===== config.mk =====
export PLATFORM = sky130hd
export DESIGN_NAME = uies_core
export DESIGN_NICKNAME = d
export VERILOG_FILES = /design/src/uies_pkg.sv /design/src/uies_core.sv
export VERILOG_INCLUDE_DIRS = /design/src
export SDC_FILE = /design/constraint.sdc
export NUM_CORES = 1
export LEC_CHECK = 0
export ABC_AREA = 1
export BUFFER_PORTS_ARGS = -buffer_cell sky130_fd_sc_hd__buf_2
export CAP_MARGIN = 20
export CORE_ASPECT_RATIO = 0.5
export CORE_UTILIZATION = 33
export CTS_BUF_LIST = sky130_fd_sc_hd__clkbuf_8
export CTS_CLUSTER_SIZE = 20
export DETAILED_ROUTE_END_ITERATION = 8
export SKIP_CTS_REPAIR_TIMING = 1
export SLEW_MARGIN = 15
export SYNTH_ARGS = -nofsm -noshare
export SYNTH_HDL_FRONTEND = slang
export SYNTH_SLANG_ARGS = --single-unit

===== constraint.sdc =====
create_clock -name CLK -period 5.5 [get_ports CLK]
set_input_delay 0.275 -clock CLK [delete_from_list [all_inputs] [get_ports CLK]]
set_output_delay 0.275 -clock CLK [all_outputs]
set_load 0.005 [all_outputs]

===== src/uies_defs.svh =====
// register offsets, bit positions and codes of the interrupt enable and status block
`ifndef UIES_DEFS_SVH
`define UIES_DEFS_SVH
`define UIES_A_DATA 3'h0
`define UIES_A_IER 3'h1
`define UIES_A_ISR 3'h2
`define UIES_A_LCR 3'h3
`define UIES_A_MCR 3'h4
`define UIES_A_LSR 3'h5
`define UIES_A_MSR 3'h6
`define UIES_A_SPR 3'h7
`define UIES_A_EFR 3'h2
`define UIES_A_XON_CHAR_FIRST 3'h4
`define UIES_A_XON_CHAR_SECOND 3'h5
`define UIES_A_XOFF_CHAR_FIRST 3'h6
`define UIES_A_XOFF_CHAR_SECOND 3'h7
`define UIES_LCR_ENH 8'hbf
`define UIES_LCR_DLAB 7
`define UIES_EFR_ENH 4
`define UIES_EFR_SPEC 5
`define UIES_EFR_ARTS 6
`define UIES_EFR_ACTS 7
`define UIES_FCR_EN 0
`define UIES_FCR_RXRST 1
`define UIES_FCR_TXRST 2
`define UIES_ISR_LS 6'h06
`define UIES_ISR_TO 6'h0c
`define UIES_ISR_RX 6'h04
`define UIES_ISR_TX 6'h02
`define UIES_ISR_MS 6'h00
`define UIES_ISR_XOFF 6'h10
`define UIES_ISR_FLOW 6'h20
`define UIES_ISR_NONE 6'h01
`define UIES_TRIG_0 6'h08
`define UIES_TRIG_1 6'h10
`define UIES_TRIG_2 6'h18
`define UIES_TRIG_3 6'h1e
`define UIES_TO_CHARS 7'h04
`define UIES_TO_BITS 7'h0c
`define UIES_LCR_RST 8'h00
`define UIES_ISR_RST 8'h01
`endif


===== src/uies_pkg.sv =====
// types shared by the interrupt enable and status block
package uies_pkg;
  typedef logic [7:0] uies_byte_t;
  typedef enum logic [2:0] {
    UIES_SRC_LS, UIES_SRC_TO, UIES_SRC_RX, UIES_SRC_TX,
    UIES_SRC_MS, UIES_SRC_XOFF, UIES_SRC_FLOW, UIES_SRC_NONE
  } uies_src_t;
endpackage


===== src/uies_core.sv =====
// interrupt enable, prioritised status, line status and enhanced registers of one channel
//
// The implementer's own choice: strobed register access.
`include "uies_defs.svh"
module uies_core #(
  parameter int LVL_W = 6
) (
  // clock and reset
  input wire logic CLK,
  input wire logic RESET_N,
  // register port
  input wire logic [2:0] ADDR,
  input wire logic [7:0] WR_DATA,
  input wire logic WR_STB,
  input wire logic RD_STB,
  output logic [7:0] RD_DATA,
  // receive path status
  input wire logic [LVL_W-1:0] RX_FIFO_LEVEL,
  input wire logic [7:0] RX_HEAD_DATA,
  input wire logic [2:0] RX_HEAD_ERR,
  input wire logic RX_HEAD_NEW,
  input wire logic RX_CHAR_LOADED,
  input wire logic RX_OVERRUN,
  input wire logic RX_FIFO_HAS_ERR,
  input wire logic XOFF_DET,
  input wire logic XON_DET,
  input wire logic SPECIAL_DET,
  input wire logic BIT_TICK,
  // transmit path status
  input wire logic [LVL_W-1:0] TX_FIFO_LEVEL,
  input wire logic TSR_EMPTY,
  input wire logic RTS_N_STATE,
  // modem pins
  input wire logic CTS_N,
  input wire logic DSR_N,
  input wire logic RI_N,
  input wire logic CD_N,
  // outputs to the channel
  output logic IRQ,
  output logic RHR_RD,
  output logic THR_WR,
  output logic [7:0] THR_DATA,
  output logic RX_FIFO_RST,
  output logic TX_FIFO_RST,
  output logic FIFO_EN,
  output logic POLLED_MODE,
  output logic SLEEP_EN,
  output logic [7:0] LINE_CTRL,
  output logic [7:0] MODEM_CTRL,
  output logic [7:0] ENH_CTRL,
  output logic [15:0] DIVISOR,
  output logic [7:0] DIV_FRAC,
  output logic [31:0] FLOW_CHARS
);
  uies_pkg::uies_byte_t ier_q, lcr_q, mcr_q, efr_q, spr_q, dll_q, dlm_q, dld_q;
  uies_pkg::uies_byte_t xon_char_first_q, xon_char_second_q, xoff_char_first_q, xoff_char_second_q, rd_d, rd_q, thr_q;
  logic [7:0] fcr_q;
  logic [3:0] pin_s1_q, pin_s2_q, pin_s3_q, msr_delta_q;
  logic [LVL_W-1:0] tx_lvl_q;
  logic [6:0] to_cnt_q, to_lim;
  logic [5:0] rx_trig, tx_trig, isr_code;
  logic enh_bank, dlab, enh, fifo_on, ovr_q, ls_pend_q, to_q, tx_pend_q;
  logic xoff_pend_q, spec_pend_q, flow_pend_q, rts_q, irq_q, thr_wr_q, rx_rst_q, tx_rst_q;
  logic wr_ier, wr_fcr, rd_isr, rd_lsr, rd_msr, rd_rhr, wr_thr;
  logic rx_hit, tx_event, tx_empty, ls_on, to_on, rx_on, tx_on, ms_on, xo_on, fl_on;
  uies_pkg::uies_src_t src;
  uies_pkg::uies_byte_t ier_eff, line_status_reg;

  assign enh_bank = (lcr_q == `UIES_LCR_ENH);
  assign dlab = lcr_q[`UIES_LCR_DLAB] & ~enh_bank;
  assign enh = efr_q[`UIES_EFR_ENH];
  assign ier_eff = {ier_q[7:4] & {4{enh}}, ier_q[3:0]};
  assign fifo_on = fcr_q[`UIES_FCR_EN];

  assign wr_ier = WR_STB & ~enh_bank & ~dlab & (ADDR == `UIES_A_IER);
  assign wr_fcr = WR_STB & ~enh_bank & (ADDR == `UIES_A_ISR) & ~dlab;
  assign wr_thr = WR_STB & ~enh_bank & ~dlab & (ADDR == `UIES_A_DATA);
  assign rd_rhr = RD_STB & ~enh_bank & ~dlab & (ADDR == `UIES_A_DATA);
  assign rd_isr = RD_STB & ~enh_bank & ~dlab & (ADDR == `UIES_A_ISR);
  assign rd_lsr = RD_STB & ~enh_bank & (ADDR == `UIES_A_LSR);
  assign rd_msr = RD_STB & ~enh_bank & (ADDR == `UIES_A_MSR);

  // config registers written by software
  always_ff @(posedge CLK or negedge RESET_N) begin
    if (!RESET_N) begin
      ier_q <= 8'h00;
      lcr_q <= `UIES_LCR_RST;
      mcr_q <= 8'h00;
      efr_q <= 8'h00;
      spr_q <= 8'h00;
      dll_q <= 8'h00;
      dlm_q <= 8'h00;
      dld_q <= 8'h00;
      xon_char_first_q <= 8'h00;
      xon_char_second_q <= 8'h00;
      xoff_char_first_q <= 8'h00;
      xoff_char_second_q <= 8'h00;
      fcr_q <= 8'h00;
    end else if (WR_STB) begin
      if (ADDR == `UIES_A_LCR) begin
        lcr_q <= WR_DATA;
      end else if (enh_bank) begin
        unique case (ADDR)
          `UIES_A_EFR: efr_q <= WR_DATA;
          `UIES_A_XON_CHAR_FIRST: xon_char_first_q <= WR_DATA;
          `UIES_A_XON_CHAR_SECOND: xon_char_second_q <= WR_DATA;
          `UIES_A_XOFF_CHAR_FIRST: xoff_char_first_q <= WR_DATA;
          `UIES_A_XOFF_CHAR_SECOND: xoff_char_second_q <= WR_DATA;
          default: ;
        endcase
      end else if (dlab && ADDR == `UIES_A_DATA) begin
        dll_q <= WR_DATA;
      end else if (dlab && ADDR == `UIES_A_IER) begin
        dlm_q <= WR_DATA;
      end else if (dlab && ADDR == `UIES_A_ISR) begin
        if (enh) begin
          dld_q <= WR_DATA;
        end
      end else begin
        unique case (ADDR)
          `UIES_A_IER: ier_q <= {enh ? WR_DATA[7:4] : ier_q[7:4], WR_DATA[3:0]};
          `UIES_A_ISR: begin
            // fifo enable must be set for other bits to take
            if (WR_DATA[`UIES_FCR_EN]) begin
              fcr_q <= {WR_DATA[7:6], enh ? WR_DATA[5:4] : fcr_q[5:4], WR_DATA[3], 2'b00, 1'b1};
            end else begin
              fcr_q[`UIES_FCR_EN] <= 1'b0;
            end
          end
          `UIES_A_MCR: mcr_q <= {enh ? WR_DATA[7:5] : mcr_q[7:5], WR_DATA[4:0]};
          `UIES_A_SPR: spr_q <= WR_DATA;
          default: ;
        endcase
      end
    end
  end

  // write side pulses to the channel
  always_ff @(posedge CLK or negedge RESET_N) begin
    if (!RESET_N) begin
      thr_wr_q <= 1'b0;
      thr_q <= 8'h00;
      rx_rst_q <= 1'b0;
      tx_rst_q <= 1'b0;
    end else begin
      thr_wr_q <= wr_thr;
      if (wr_thr) begin
        thr_q <= WR_DATA;
      end
      rx_rst_q <= wr_fcr & WR_DATA[`UIES_FCR_EN] & WR_DATA[`UIES_FCR_RXRST];
      tx_rst_q <= wr_fcr & WR_DATA[`UIES_FCR_EN] & WR_DATA[`UIES_FCR_TXRST];
    end
  end

  // trigger levels
  always_comb begin
    unique case (fcr_q[7:6])
      2'b00: rx_trig = `UIES_TRIG_0;
      2'b01: rx_trig = `UIES_TRIG_1;
      2'b10: rx_trig = `UIES_TRIG_2;
      2'b11: rx_trig = `UIES_TRIG_3;
    endcase
    unique case (enh ? fcr_q[5:4] : 2'b00)
      2'b00: tx_trig = `UIES_TRIG_1;
      2'b01: tx_trig = `UIES_TRIG_0;
      2'b10: tx_trig = `UIES_TRIG_2;
      2'b11: tx_trig = `UIES_TRIG_3;
    endcase
  end

  assign rx_hit = fifo_on ? (RX_FIFO_LEVEL >= LVL_W'(rx_trig)) : (RX_FIFO_LEVEL != '0);
  assign tx_empty = (TX_FIFO_LEVEL == '0);
  assign tx_event = fifo_on ?
    ((TX_FIFO_LEVEL < LVL_W'(tx_trig) && tx_lvl_q >= LVL_W'(tx_trig)) || (tx_empty && tx_lvl_q != '0)) :
    (tx_empty && tx_lvl_q != '0);

  always_ff @(posedge CLK or negedge RESET_N) begin
    if (!RESET_N) begin
      ovr_q <= 1'b0;
      ls_pend_q <= 1'b0;
    end else begin
      if (RX_OVERRUN) begin
        ovr_q <= 1'b1;
      end else if (rd_lsr) begin
        ovr_q <= 1'b0;
      end
      // overrun immediate, head errors on arrival
      if (RX_OVERRUN || (RX_HEAD_NEW && RX_HEAD_ERR != 3'h0)) begin
        ls_pend_q <= 1'b1;
      end else if (rd_lsr) begin
        ls_pend_q <= 1'b0;
      end
    end
  end

  // character timeout timer in bit times
  assign to_lim = `UIES_TO_CHARS * (7'h07 + {5'h00, lcr_q[1:0]} + {6'h00, lcr_q[3]} + {6'h00, lcr_q[2]})
    + `UIES_TO_BITS;
  always_ff @(posedge CLK or negedge RESET_N) begin
    if (!RESET_N) begin
      to_cnt_q <= 7'h00;
      to_q <= 1'b0;
    end else begin
      if (RX_CHAR_LOADED || rd_rhr || !fifo_on || RX_FIFO_LEVEL == '0) begin
        to_cnt_q <= 7'h00;
      end else if (BIT_TICK && to_cnt_q != to_lim) begin
        to_cnt_q <= to_cnt_q + 7'h01;
      end
      if (fifo_on && RX_FIFO_LEVEL != '0 && BIT_TICK && to_cnt_q + 7'h01 == to_lim) begin
        to_q <= 1'b1;
      end else if (rd_rhr || !fifo_on) begin
        to_q <= 1'b0;
      end
    end
  end

  always_ff @(posedge CLK or negedge RESET_N) begin
    if (!RESET_N) begin
      tx_lvl_q <= '0;
      tx_pend_q <= 1'b0;
    end else begin
      tx_lvl_q <= TX_FIFO_LEVEL;
      if (tx_event || (wr_ier && WR_DATA[1] && !ier_q[1] && tx_empty)) begin
        tx_pend_q <= 1'b1;
      // cleared by status read or holding write
      end else if ((rd_isr && src == uies_pkg::UIES_SRC_TX) || wr_thr) begin
        tx_pend_q <= 1'b0;
      end
    end
  end

  // modem pin synchronisers
  always_ff @(posedge CLK or negedge RESET_N) begin
    if (!RESET_N) begin
      pin_s1_q <= 4'hf;
      pin_s2_q <= 4'hf;
      pin_s3_q <= 4'hf;
    end else begin
      pin_s1_q <= {CD_N, RI_N, DSR_N, CTS_N};
      pin_s2_q <= pin_s1_q;
      pin_s3_q <= pin_s2_q;
    end
  end

  always_ff @(posedge CLK or negedge RESET_N) begin
    if (!RESET_N) begin
      msr_delta_q <= 4'h0;
    end else begin
      for (int i = 0; i < 4; i++) begin
        if (i == 2 ? (pin_s2_q[i] & ~pin_s3_q[i]) : (pin_s2_q[i] ^ pin_s3_q[i])) begin
          msr_delta_q[i] <= 1'b1;
        end else if (rd_msr) begin
          msr_delta_q[i] <= 1'b0;
        end
      end
    end
  end

  always_ff @(posedge CLK or negedge RESET_N) begin
    if (!RESET_N) begin
      xoff_pend_q <= 1'b0;
      spec_pend_q <= 1'b0;
    end else begin
      if (XOFF_DET) begin
        xoff_pend_q <= 1'b1;
      end else if ((rd_isr && src == uies_pkg::UIES_SRC_XOFF) || XON_DET) begin
        xoff_pend_q <= 1'b0;
      end
      if (SPECIAL_DET && efr_q[`UIES_EFR_SPEC]) begin
        spec_pend_q <= 1'b1;
      end else if ((rd_isr && src == uies_pkg::UIES_SRC_XOFF) || RX_CHAR_LOADED) begin
        spec_pend_q <= 1'b0;
      end
    end
  end

  // rts rising, cts rising, cleared by modem status read
  always_ff @(posedge CLK or negedge RESET_N) begin
    if (!RESET_N) begin
      rts_q <= 1'b1;
      flow_pend_q <= 1'b0;
    end else begin
      rts_q <= RTS_N_STATE;
      if ((efr_q[`UIES_EFR_ARTS] && RTS_N_STATE && !rts_q) ||
          (efr_q[`UIES_EFR_ACTS] && pin_s2_q[0] && !pin_s3_q[0])) begin
        flow_pend_q <= 1'b1;
      end else if (rd_msr) begin
        flow_pend_q <= 1'b0;
      end
    end
  end

  // enabled sources
  assign ls_on = ier_eff[2] & ls_pend_q;
  assign to_on = ier_eff[0] & to_q;
  assign rx_on = ier_eff[0] & rx_hit;
  assign tx_on = ier_eff[1] & tx_pend_q;
  assign ms_on = ier_eff[3] & (msr_delta_q != 4'h0);
  assign xo_on = ier_eff[5] & (xoff_pend_q | spec_pend_q);
  assign fl_on = ier_eff[6] & ier_eff[7] ? flow_pend_q : (ier_eff[6] | ier_eff[7]) & flow_pend_q;

  always_comb begin
    if (ls_on) begin
      src = uies_pkg::UIES_SRC_LS;
      isr_code = `UIES_ISR_LS;
    end else if (to_on) begin
      src = uies_pkg::UIES_SRC_TO;
      isr_code = `UIES_ISR_TO;
    end else if (rx_on) begin
      src = uies_pkg::UIES_SRC_RX;
      isr_code = `UIES_ISR_RX;
    end else if (tx_on) begin
      src = uies_pkg::UIES_SRC_TX;
      isr_code = `UIES_ISR_TX;
    end else if (ms_on) begin
      src = uies_pkg::UIES_SRC_MS;
      isr_code = `UIES_ISR_MS;
    end else if (xo_on) begin
      src = uies_pkg::UIES_SRC_XOFF;
      isr_code = `UIES_ISR_XOFF;
    end else if (fl_on) begin
      src = uies_pkg::UIES_SRC_FLOW;
      isr_code = `UIES_ISR_FLOW;
    end else begin
      // idle reads one in bit 0
      src = uies_pkg::UIES_SRC_NONE;
      isr_code = `UIES_ISR_NONE;
    end
  end

  // data ready, transmit empties, global error
  assign line_status_reg = {fifo_on & RX_FIFO_HAS_ERR, tx_empty & TSR_EMPTY, tx_empty,
    RX_HEAD_ERR, ovr_q, RX_FIFO_LEVEL != '0};

  // read data mux
  always_comb begin
    rd_d = 8'h00;
    if (ADDR == `UIES_A_LCR) begin
      rd_d = lcr_q;
    end else if (enh_bank) begin
      unique case (ADDR)
        `UIES_A_EFR: rd_d = efr_q;
        `UIES_A_XON_CHAR_FIRST: rd_d = xon_char_first_q;
        `UIES_A_XON_CHAR_SECOND: rd_d = xon_char_second_q;
        `UIES_A_XOFF_CHAR_FIRST: rd_d = xoff_char_first_q;
        `UIES_A_XOFF_CHAR_SECOND: rd_d = xoff_char_second_q;
        default: rd_d = 8'h00;
      endcase
    end else if (dlab && ADDR == `UIES_A_DATA) begin
      rd_d = dll_q;
    end else if (dlab && ADDR == `UIES_A_IER) begin
      rd_d = dlm_q;
    end else if (dlab && ADDR == `UIES_A_ISR) begin
      rd_d = dld_q;
    end else begin
      unique case (ADDR)
        `UIES_A_DATA: rd_d = RX_HEAD_DATA;
        `UIES_A_IER: rd_d = ier_eff;
        `UIES_A_ISR: rd_d = {{2{fifo_on}}, isr_code & {enh, enh, 4'hf}};
        `UIES_A_MCR: rd_d = mcr_q;
        `UIES_A_LSR: rd_d = line_status_reg;
        `UIES_A_MSR: rd_d = {~pin_s2_q, msr_delta_q};
        `UIES_A_SPR: rd_d = spr_q;
        default: rd_d = 8'h00;
      endcase
    end
  end

  // read data and interrupt line
  always_ff @(posedge CLK or negedge RESET_N) begin
    if (!RESET_N) begin
      rd_q <= 8'h00;
      irq_q <= 1'b0;
    end else begin
      rd_q <= RD_STB ? rd_d : 8'h00;
      irq_q <= (src != uies_pkg::UIES_SRC_NONE);
    end
  end

  assign RD_DATA = rd_q;
  assign IRQ = irq_q;
  assign RHR_RD = rd_rhr;
  assign THR_WR = thr_wr_q;
  assign THR_DATA = thr_q;
  assign RX_FIFO_RST = rx_rst_q;
  assign TX_FIFO_RST = tx_rst_q;
  assign FIFO_EN = fifo_on;
  assign POLLED_MODE = fifo_on & (ier_q[3:0] == 4'h0);
  assign SLEEP_EN = ier_eff[4];
  assign LINE_CTRL = lcr_q;
  assign MODEM_CTRL = {mcr_q[7:5] & {3{enh}}, mcr_q[4:0]};
  assign ENH_CTRL = efr_q;
  assign DIVISOR = {dlm_q, dll_q};
  assign DIV_FRAC = dld_q & {8{enh}};
  assign FLOW_CHARS = {xoff_char_second_q, xoff_char_first_q, xon_char_second_q, xon_char_first_q};
endmodule


==> results of run 1 <==
-- placed cells by master (no fill, tap or decap), types with 3 or more instances in the layout --
master / instances
dfrtp_1: 145
o2111ai_1: 8
inv_1: 93
nand3_1: 42
clkinvlp_4: 3
buf_2: 154
nand2_2: 8
o22ai_1: 4
dlygate4sd3_1: 12
o21ai_1: 33
xnor2_1: 6
nor2_2: 5
clkinv_1: 3
xor2_1: 8
ha_1: 19
dfstp_2: 13
clkbuf_8: 19
a21oi_1: 28
nor3_1: 8
clkinv_4: 3
o21ai_0: 111
a22oi_1: 9
nor2_1: 72
nand4_1: 18
nand2_1: 266
nor3_2: 4
-- where the power goes --
part,internal (µW),switching [µW]
Combinational,267,441
Clock,428,457
Sequential,1310,133
Total,2000,1030
-- cell families after synthesis --
| group | Yosys count |
|---|---|
| AND/OR/NAND/NOR | 430 |
| AO/OA/AOI/OAI | 202 |
| flip-flops | 158 |
| buffers and inverters | 136 |
| adder cells (fa/ha/maj) | 20 |
| XOR/XNOR | 14 |
-- registers in the layout, summed over array words and instances (netlist names), 4 cells and up --
register and flops:
THR_DATA 8, xoff_char_second_q 8, dld_q 8, pin_s2_q 4, ENH_CTRL 8, mcr_q 8
fcr_q 5, pin_s3_q 4, dlm_q 8, tx_lvl_q 6, spr_q 8, xoff_char_first_q 8
ier_q 8, xon_char_first_q 8, to_cnt_q 7, dll_q 8, msr_delta_q 4, LINE_CTRL 8
pin_s1_q 4, RD_DATA 8, xon_char_second_q 8
-- worst max-delay path, delay by kind of cell, from the launching register on --
| kind | cells | cell delay [ns] |
|---|---|---|
| DFF | 1 | 0.44 |
| xor gates and xnor gates | 1 | 0.17 |
| buffers and inverters | 3 | 0.15 |
| adders and majority gates | 4 | 1.25 |
| AOI/OAI and AO/OA | 2 | 0.34 |
| and+or+nand+nor | 5 | 0.77 |
-- through the flow --
stage | hold WS (ns) | setup slack, ns
2_1_floorplan | -0.0206 | 2.70
3_3_place_gp | 0.347 | 2.54
3_5_place_dp | 0.347 | 2.40
4_1_cts | -0.113 | 2.36
5_1_grt | 0.0192 | 2.10
6_report | 0.0123 | 2.31
-- metal layers --
metal | routed length [µm] | share of wire, % | GRT usage [%]
met1 | 11900 | 45 | 31.2
met2 | 11900 | 45 | 33.8
met3 | 1770 | 6.8 | 4.55
met4 | 614 | 2.3 | 7.59
met5 | 0 | 0 | 0
-- worst max-delay path by stage --
stage / endpoint / slack, ns / depth (start not counted)
2_1_floorplan: to_cnt_q[2]$_DFFE_PN0P_ / 2.70 / 15
4_1_cts: to_cnt_q[0]$_DFFE_PN0P_ / 2.36 / 15
3_3_place_gp: to_cnt_q[5]$_DFFE_PN0P_ / 2.54 / 15
6_report: to_cnt_q[0]$_DFFE_PN0P_ / 2.31 / 15
3_5_place_dp: to_cnt_q[0]$_DFFE_PN0P_ / 2.40 / 15
5_1_grt: to_cnt_q[6]$_DFFE_PN0P_ / 2.10 / 15
-- final cells by class --
type	instances	area [µm²]	share of cell area (%)
Sequential cell	158	3970	42.5
Multi-Input combinational cell	666	3280	35.2
Timing Repair Buffer	169	937	10.0
Tap cell	307	384	4.11
Inverter	98	368	3.94
Clock buffer	19	262	2.80
Clock inverter	12	136	1.46
==> flow_summary.yaml, run 1 <==
logic_synthesis:
  seq_area_frac_synth_pct: 50.9
  synth_top_family_by_area: "simple AND/OR/NAND/NOR gates"
  synth_compound_area_share_pct: 14.0
  yosys.area.top_type: "dfrtp_1"
  synth-main-ff-cell: "dfrtp_1"
  yosysWarnings: 0
  ys_ff_latch: 158
  syn_area_um2: 7800
  synth_area_leaders: "dfrtp_1 (47%), nand2_1 (13%), o21ai_0 (7.1%), inv_1 (4.5%), dfstp_2 (4.4%)"
  synth-simple-area-share_pct: 23.2
  synth_adder_area_share_pct: 3.30
  synth.distinct_cells: 37
  yosysTopAreaCellShare_pct: 46.5
  post-synth-top-count-cell: "nand2_1"
  synth_edf_count: 0
  synth_nets: 1032
  synth_xor_area_share_pct: 1.57
  synthCells: 960
  synth_mux_area_share_pct: 0
  synth_common_cells: "nand2_1 (266), dfrtp_1 (145), o21ai_0 (111)"
  synthArstFlopShare_pct: 100
  avgSynthCellArea_um2: 8.13
worst_setup_path:
  cp_slowest_cell: "fa_1"
  crit_path_start: "LINE_CTRL[3]$_DFFE_PN0P_"
  arrival_ns: 3.59
  startpoint_type: "flop"
  required_ns: 5.90
  r2r_end: "to_cnt_q[0]$_DFFE_PN0P_"
  reg2reg_from: "LINE_CTRL[3]$_DFFE_PN0P_"
  r2r_setup_slack_ns: 2.31
  cp_max_fo: 8
  critPathMaxStageDelay_ns: 0.50
  reg2regPathDepth: 15
  crit_type: "reg -> reg"
  endpoint_kind: "flop"
  path_cells: "inv_1 -> ha_1 -> inv_1 -> ha_1 -> fa_1 -> inv_1 -> ha_1 -> xnor2_1 -> a211oi_1 -> o21ai_0 -> nor3_1 -> nand2_2 -> nand2_1 -> nand3_1 -> nand2_1"
worst_hold_path:
  min_to: "xoff_pend_q$_DFFE_PN0P_"
  hold_path_depth: 3
  hp-start: "XOFF_DET"
  hp-class: "in -> reg"
placement:
  io_buffer_count: 155
  gp_congestion: 0.960
  dp.cells: 1385
  hpwl_um: 19300
  placed_area_um2: 8790
job:
  drv_cap: 0
drt:
  wl_per_cell_um: 18.3
  first_pass_iters: 6
  drc_errors: 0
  drt_first_iter_violations: 659
  viasPerCell: 5.06
  num_vias: 7228
  wl_um: 26200
  antenna_left: 0
finish:
  layout-drive-gt1-share_pct: 19.8
  instances_no_fill: 1429
  nets: 1182
  fin_util_pct: 40.6
  area_growth_pct: 19.7
  final_area_um2: 9340
  antenna_cells: 0
  fill_cells: 2368
die:
  coreArea_um2: 23000
  initial_utilization_pct: 33.9
  ios: 156
  die_area_um2: 24300
  fp.dieW_um: 219
  rows: 39
  die_y_um: 111
grt:
  first_global_vias: 7065
  grt_pass1_wl_um: 40900
  antenna_found_initial: 0
  overflow: 0
  grt_usage_pct: 22.2
  grt_max_degree: 113
clock_network:
  cts_sinks: 158
  clk_pin_slew_ns: 0.08
  cts-root-buf: "clkbuf_8"
  insertion_delay_ns: 0.47
  htree_num_levels: 4
  numCtsBuffers: 17
  cts_buffer_depth: 2
  cts_tree: "built"
timing:
  fmax_mhz: 314
  worst_slew_pin_slew_ns: 0.960
  rsz0062_at_grt: "no"
  fin_setup_tns_ns: 0
  finalSetupViolations: 0
  hold_viol: 0
  period_minus_slack_ns: 3.19
  finalCritPeriodShare_pct: 57.9
  slew_violations: 0
  maxSlewHeadroom_pct: 35.7
  finClkSkew_ns: 0.0105
power:
  irDropWorstVdd_v: 0.000109
  power_uw: 3030
  pwr_density_cell_nw_per_um2: 325
  p_leak_uw: 0.00480
outcome:
  outcome: "finished clean"
Note: power is estimated with default switching activity, not from simulation.
==> run 2: changes to the inputs <==
clock period = 3.24 ns   (was 5.5 ns; I/O delays follow)
==> run 2 against run 1 <==
Clock power is 93% higher. Worst hold slack worse by 0.0053 ns. Non-clock buffer count is 18 higher. Clock-buffer cell count is 2 lower. Fmax is 8.0% higher. Register-to-register slack worse by 2.0 ns. Core utilization is 1.1 points higher. Clock skew is 0.0084 ns higher. Final cell count is 1.5% higher. Wire length is 0.12% lower. Largest power group unchanged.
==> flow_summary.yaml, run 2 (same netlist as run 1, synthesis figures left out) <==
outcome:
  outcome: "finished clean"
drt:
  drc_errors: 0
  first_pass_iters: 6
  num_vias: 7285
  antenna_left: 0
  wl_per_cell_um: 18.0
  wl_um: 26200
  drt_first_iter_violations: 793
  viasPerCell: 5.02
clock_network:
  cts_tree: "built"
  htree_num_levels: 4
  numCtsBuffers: 17
  cts-root-buf: "clkbuf_8"
  insertion_delay_ns: 0.47
  cts_buffer_depth: 2
  clk_pin_slew_ns: 0.10
  cts_sinks: 158
worst_setup_path:
  path_cells: "inv_2 -> ha_1 -> inv_1 -> ha_2 -> fa_1 -> inv_1 -> ha_4 -> xnor2_2 -> a211oi_2 -> o21ai_1 -> nor3_2 -> nand2_2 -> buf_4 -> nand4_1 -> nand2_1"
  cp_slowest_cell: "fa_1"
  required_ns: 3.60
  arrival_ns: 3.31
  crit_type: "reg -> reg"
  startpoint_type: "flop"
  critical_path.top_delay_family: "adder cells"
  critPathMaxStageDelay_ns: 0.52
  crit_top_cell: "inv_1"
  cp_max_fo: 5
  endpoint_kind: "flop"
  cp_num_buf_inv: 4
grt:
  grt_usage_pct: 22.0
  grt_pass1_wl_um: 40300
  overflow: 0
  antenna_found_initial: 2
  first_global_vias: 6928
  grt_max_degree: 86
finish:
  area_growth_pct: 23.1
  multi_input_area_um2: 3320
  nets: 1200
  seqCellArea_um2: 3970
  layout-drive-gt1-share_pct: 20.9
  final_cell_mix: "nand2_1 (265), buf_2 (154), dfrtp_1 (144)"
  fill_cells: 2309
  fin_util_pct: 41.8
  final_common_cell: "nand2_1"
  instances_no_fill: 1450
power:
  pwr_density_cell_nw_per_um2: 566
  p_leak_uw: 0.00491
  irDropWorstVdd_v: 0.000258
timing:
  period_minus_slack_ns: 2.95
  fmax_mhz: 339
  finalSetupViolations: 0
  slew_violations: 0
  finalCritPeriodShare_pct: 91.0
  hold_viol: 0
  maxSlewHeadroom_pct: 47.1
  fin_setup_tns_ns: 0
  rsz0062_at_grt: "no"
  worst_slew_pin_slew_ns: 0.793
  finClkSkew_ns: 0.0189
die:
  die_area_um2: 24300
  fp.dieW_um: 219
  initial_utilization_pct: 33.9
  ios: 156
  rows: 39
  coreArea_um2: 23000
  die_y_um: 111
placement:
  dp.cells: 1390
  io_buffer_count: 155
  hpwl_um: 19400
  gp_congestion: 0.913
worst_hold_path:
  hp-class: "in -> reg"
job:
  drv_cap: 0
## run 2: worst register-to-register path: stages, from the launching register on
cell	delay, ns
dfrtp_1	0.43
inv_2	0.07
ha_1	0.27
inv_1	0.04
ha_2	0.18
fa_1	0.52
inv_1	0.07
ha_4	0.22
xnor2_2	0.14
a211oi_2	0.20
o21ai_1	0.11
nor3_2	0.18
nand2_2	0.12
buf_4	0.16
nand4_1	0.07
nand2_1	0.06
## run 2: power breakdown
part	internal [µW]	switching (µW)	total [µW]
sequential	2220	216	2440
clock	871	842	1710
combinational	513	771	1280
total	3610	1830	5440
## run 2: cell type report
class                      instances  area share, %
multi-input combinational        666           34.6
inverter                          98           3.83
timing repair buffer             187           11.4
tap                              307           4.00
clock buffer                      17           2.44
clock inverter                    15           2.36
antenna                            2         0.0521
sequential                       158           41.3
## run 2: path summary, 6_finish.rpt
check                           slack, ns                                to  cells after the start                startpoint
worst max-delay path                 0.29           to_cnt_q[4]$_DFFE_PN0P_                     15  LINE_CTRL[0]$_DFFE_PN0P_
worst min-delay path                0.007           ENH_CTRL[1]$_DFFE_PN0P_                      3                WR_DATA[1]
worst max register to register       0.29           to_cnt_q[4]$_DFFE_PN0P_                     15  LINE_CTRL[0]$_DFFE_PN0P_
worst min register to register       0.35             pin_s2_q[2]$_DFF_PN1_                      0     pin_s1_q[2]$_DFF_PN1_
max in group asynchronous            2.00             tx_lvl_q[1]$_DFF_PN0_                      3                   RESET_N
min in group asynchronous            0.32  xoff_char_first_q[3]$_DFFE_PN0P_                      2                   RESET_N
## run 2: routing by layer
| metal | track usage, % | vias up | share of wire, % |
|---|---|---|---|
| met1 | 31.0 | 3505 | 45 |
| met5 | 0 | - | 0 |
| li1 | - | 3483 | - |
| met3 | 4.94 | 32 | 7.8 |
| met4 | 6.44 | 0 | 1.6 |
| met2 | 33.7 | 265 | 46 |
## run 2: metrics by stage
stage / hold slack (ns) / total power (µW) / instance area, µm² / worst slack (ns)
after floorplan: -0.134 / 3130 / 7800 / 0.444
after global placement: 0.268 / 3620 / 8840 / 0.213
after detailed placement: 0.271 / 3650 / 8840 / 0.0844
after CTS: -0.248 / 5360 / 9310 / 0.0564
after global routing: 0.00627 / 5750 / 9600 / 0.0991
final: 0.00701 / 5440 / 9600 / 0.291
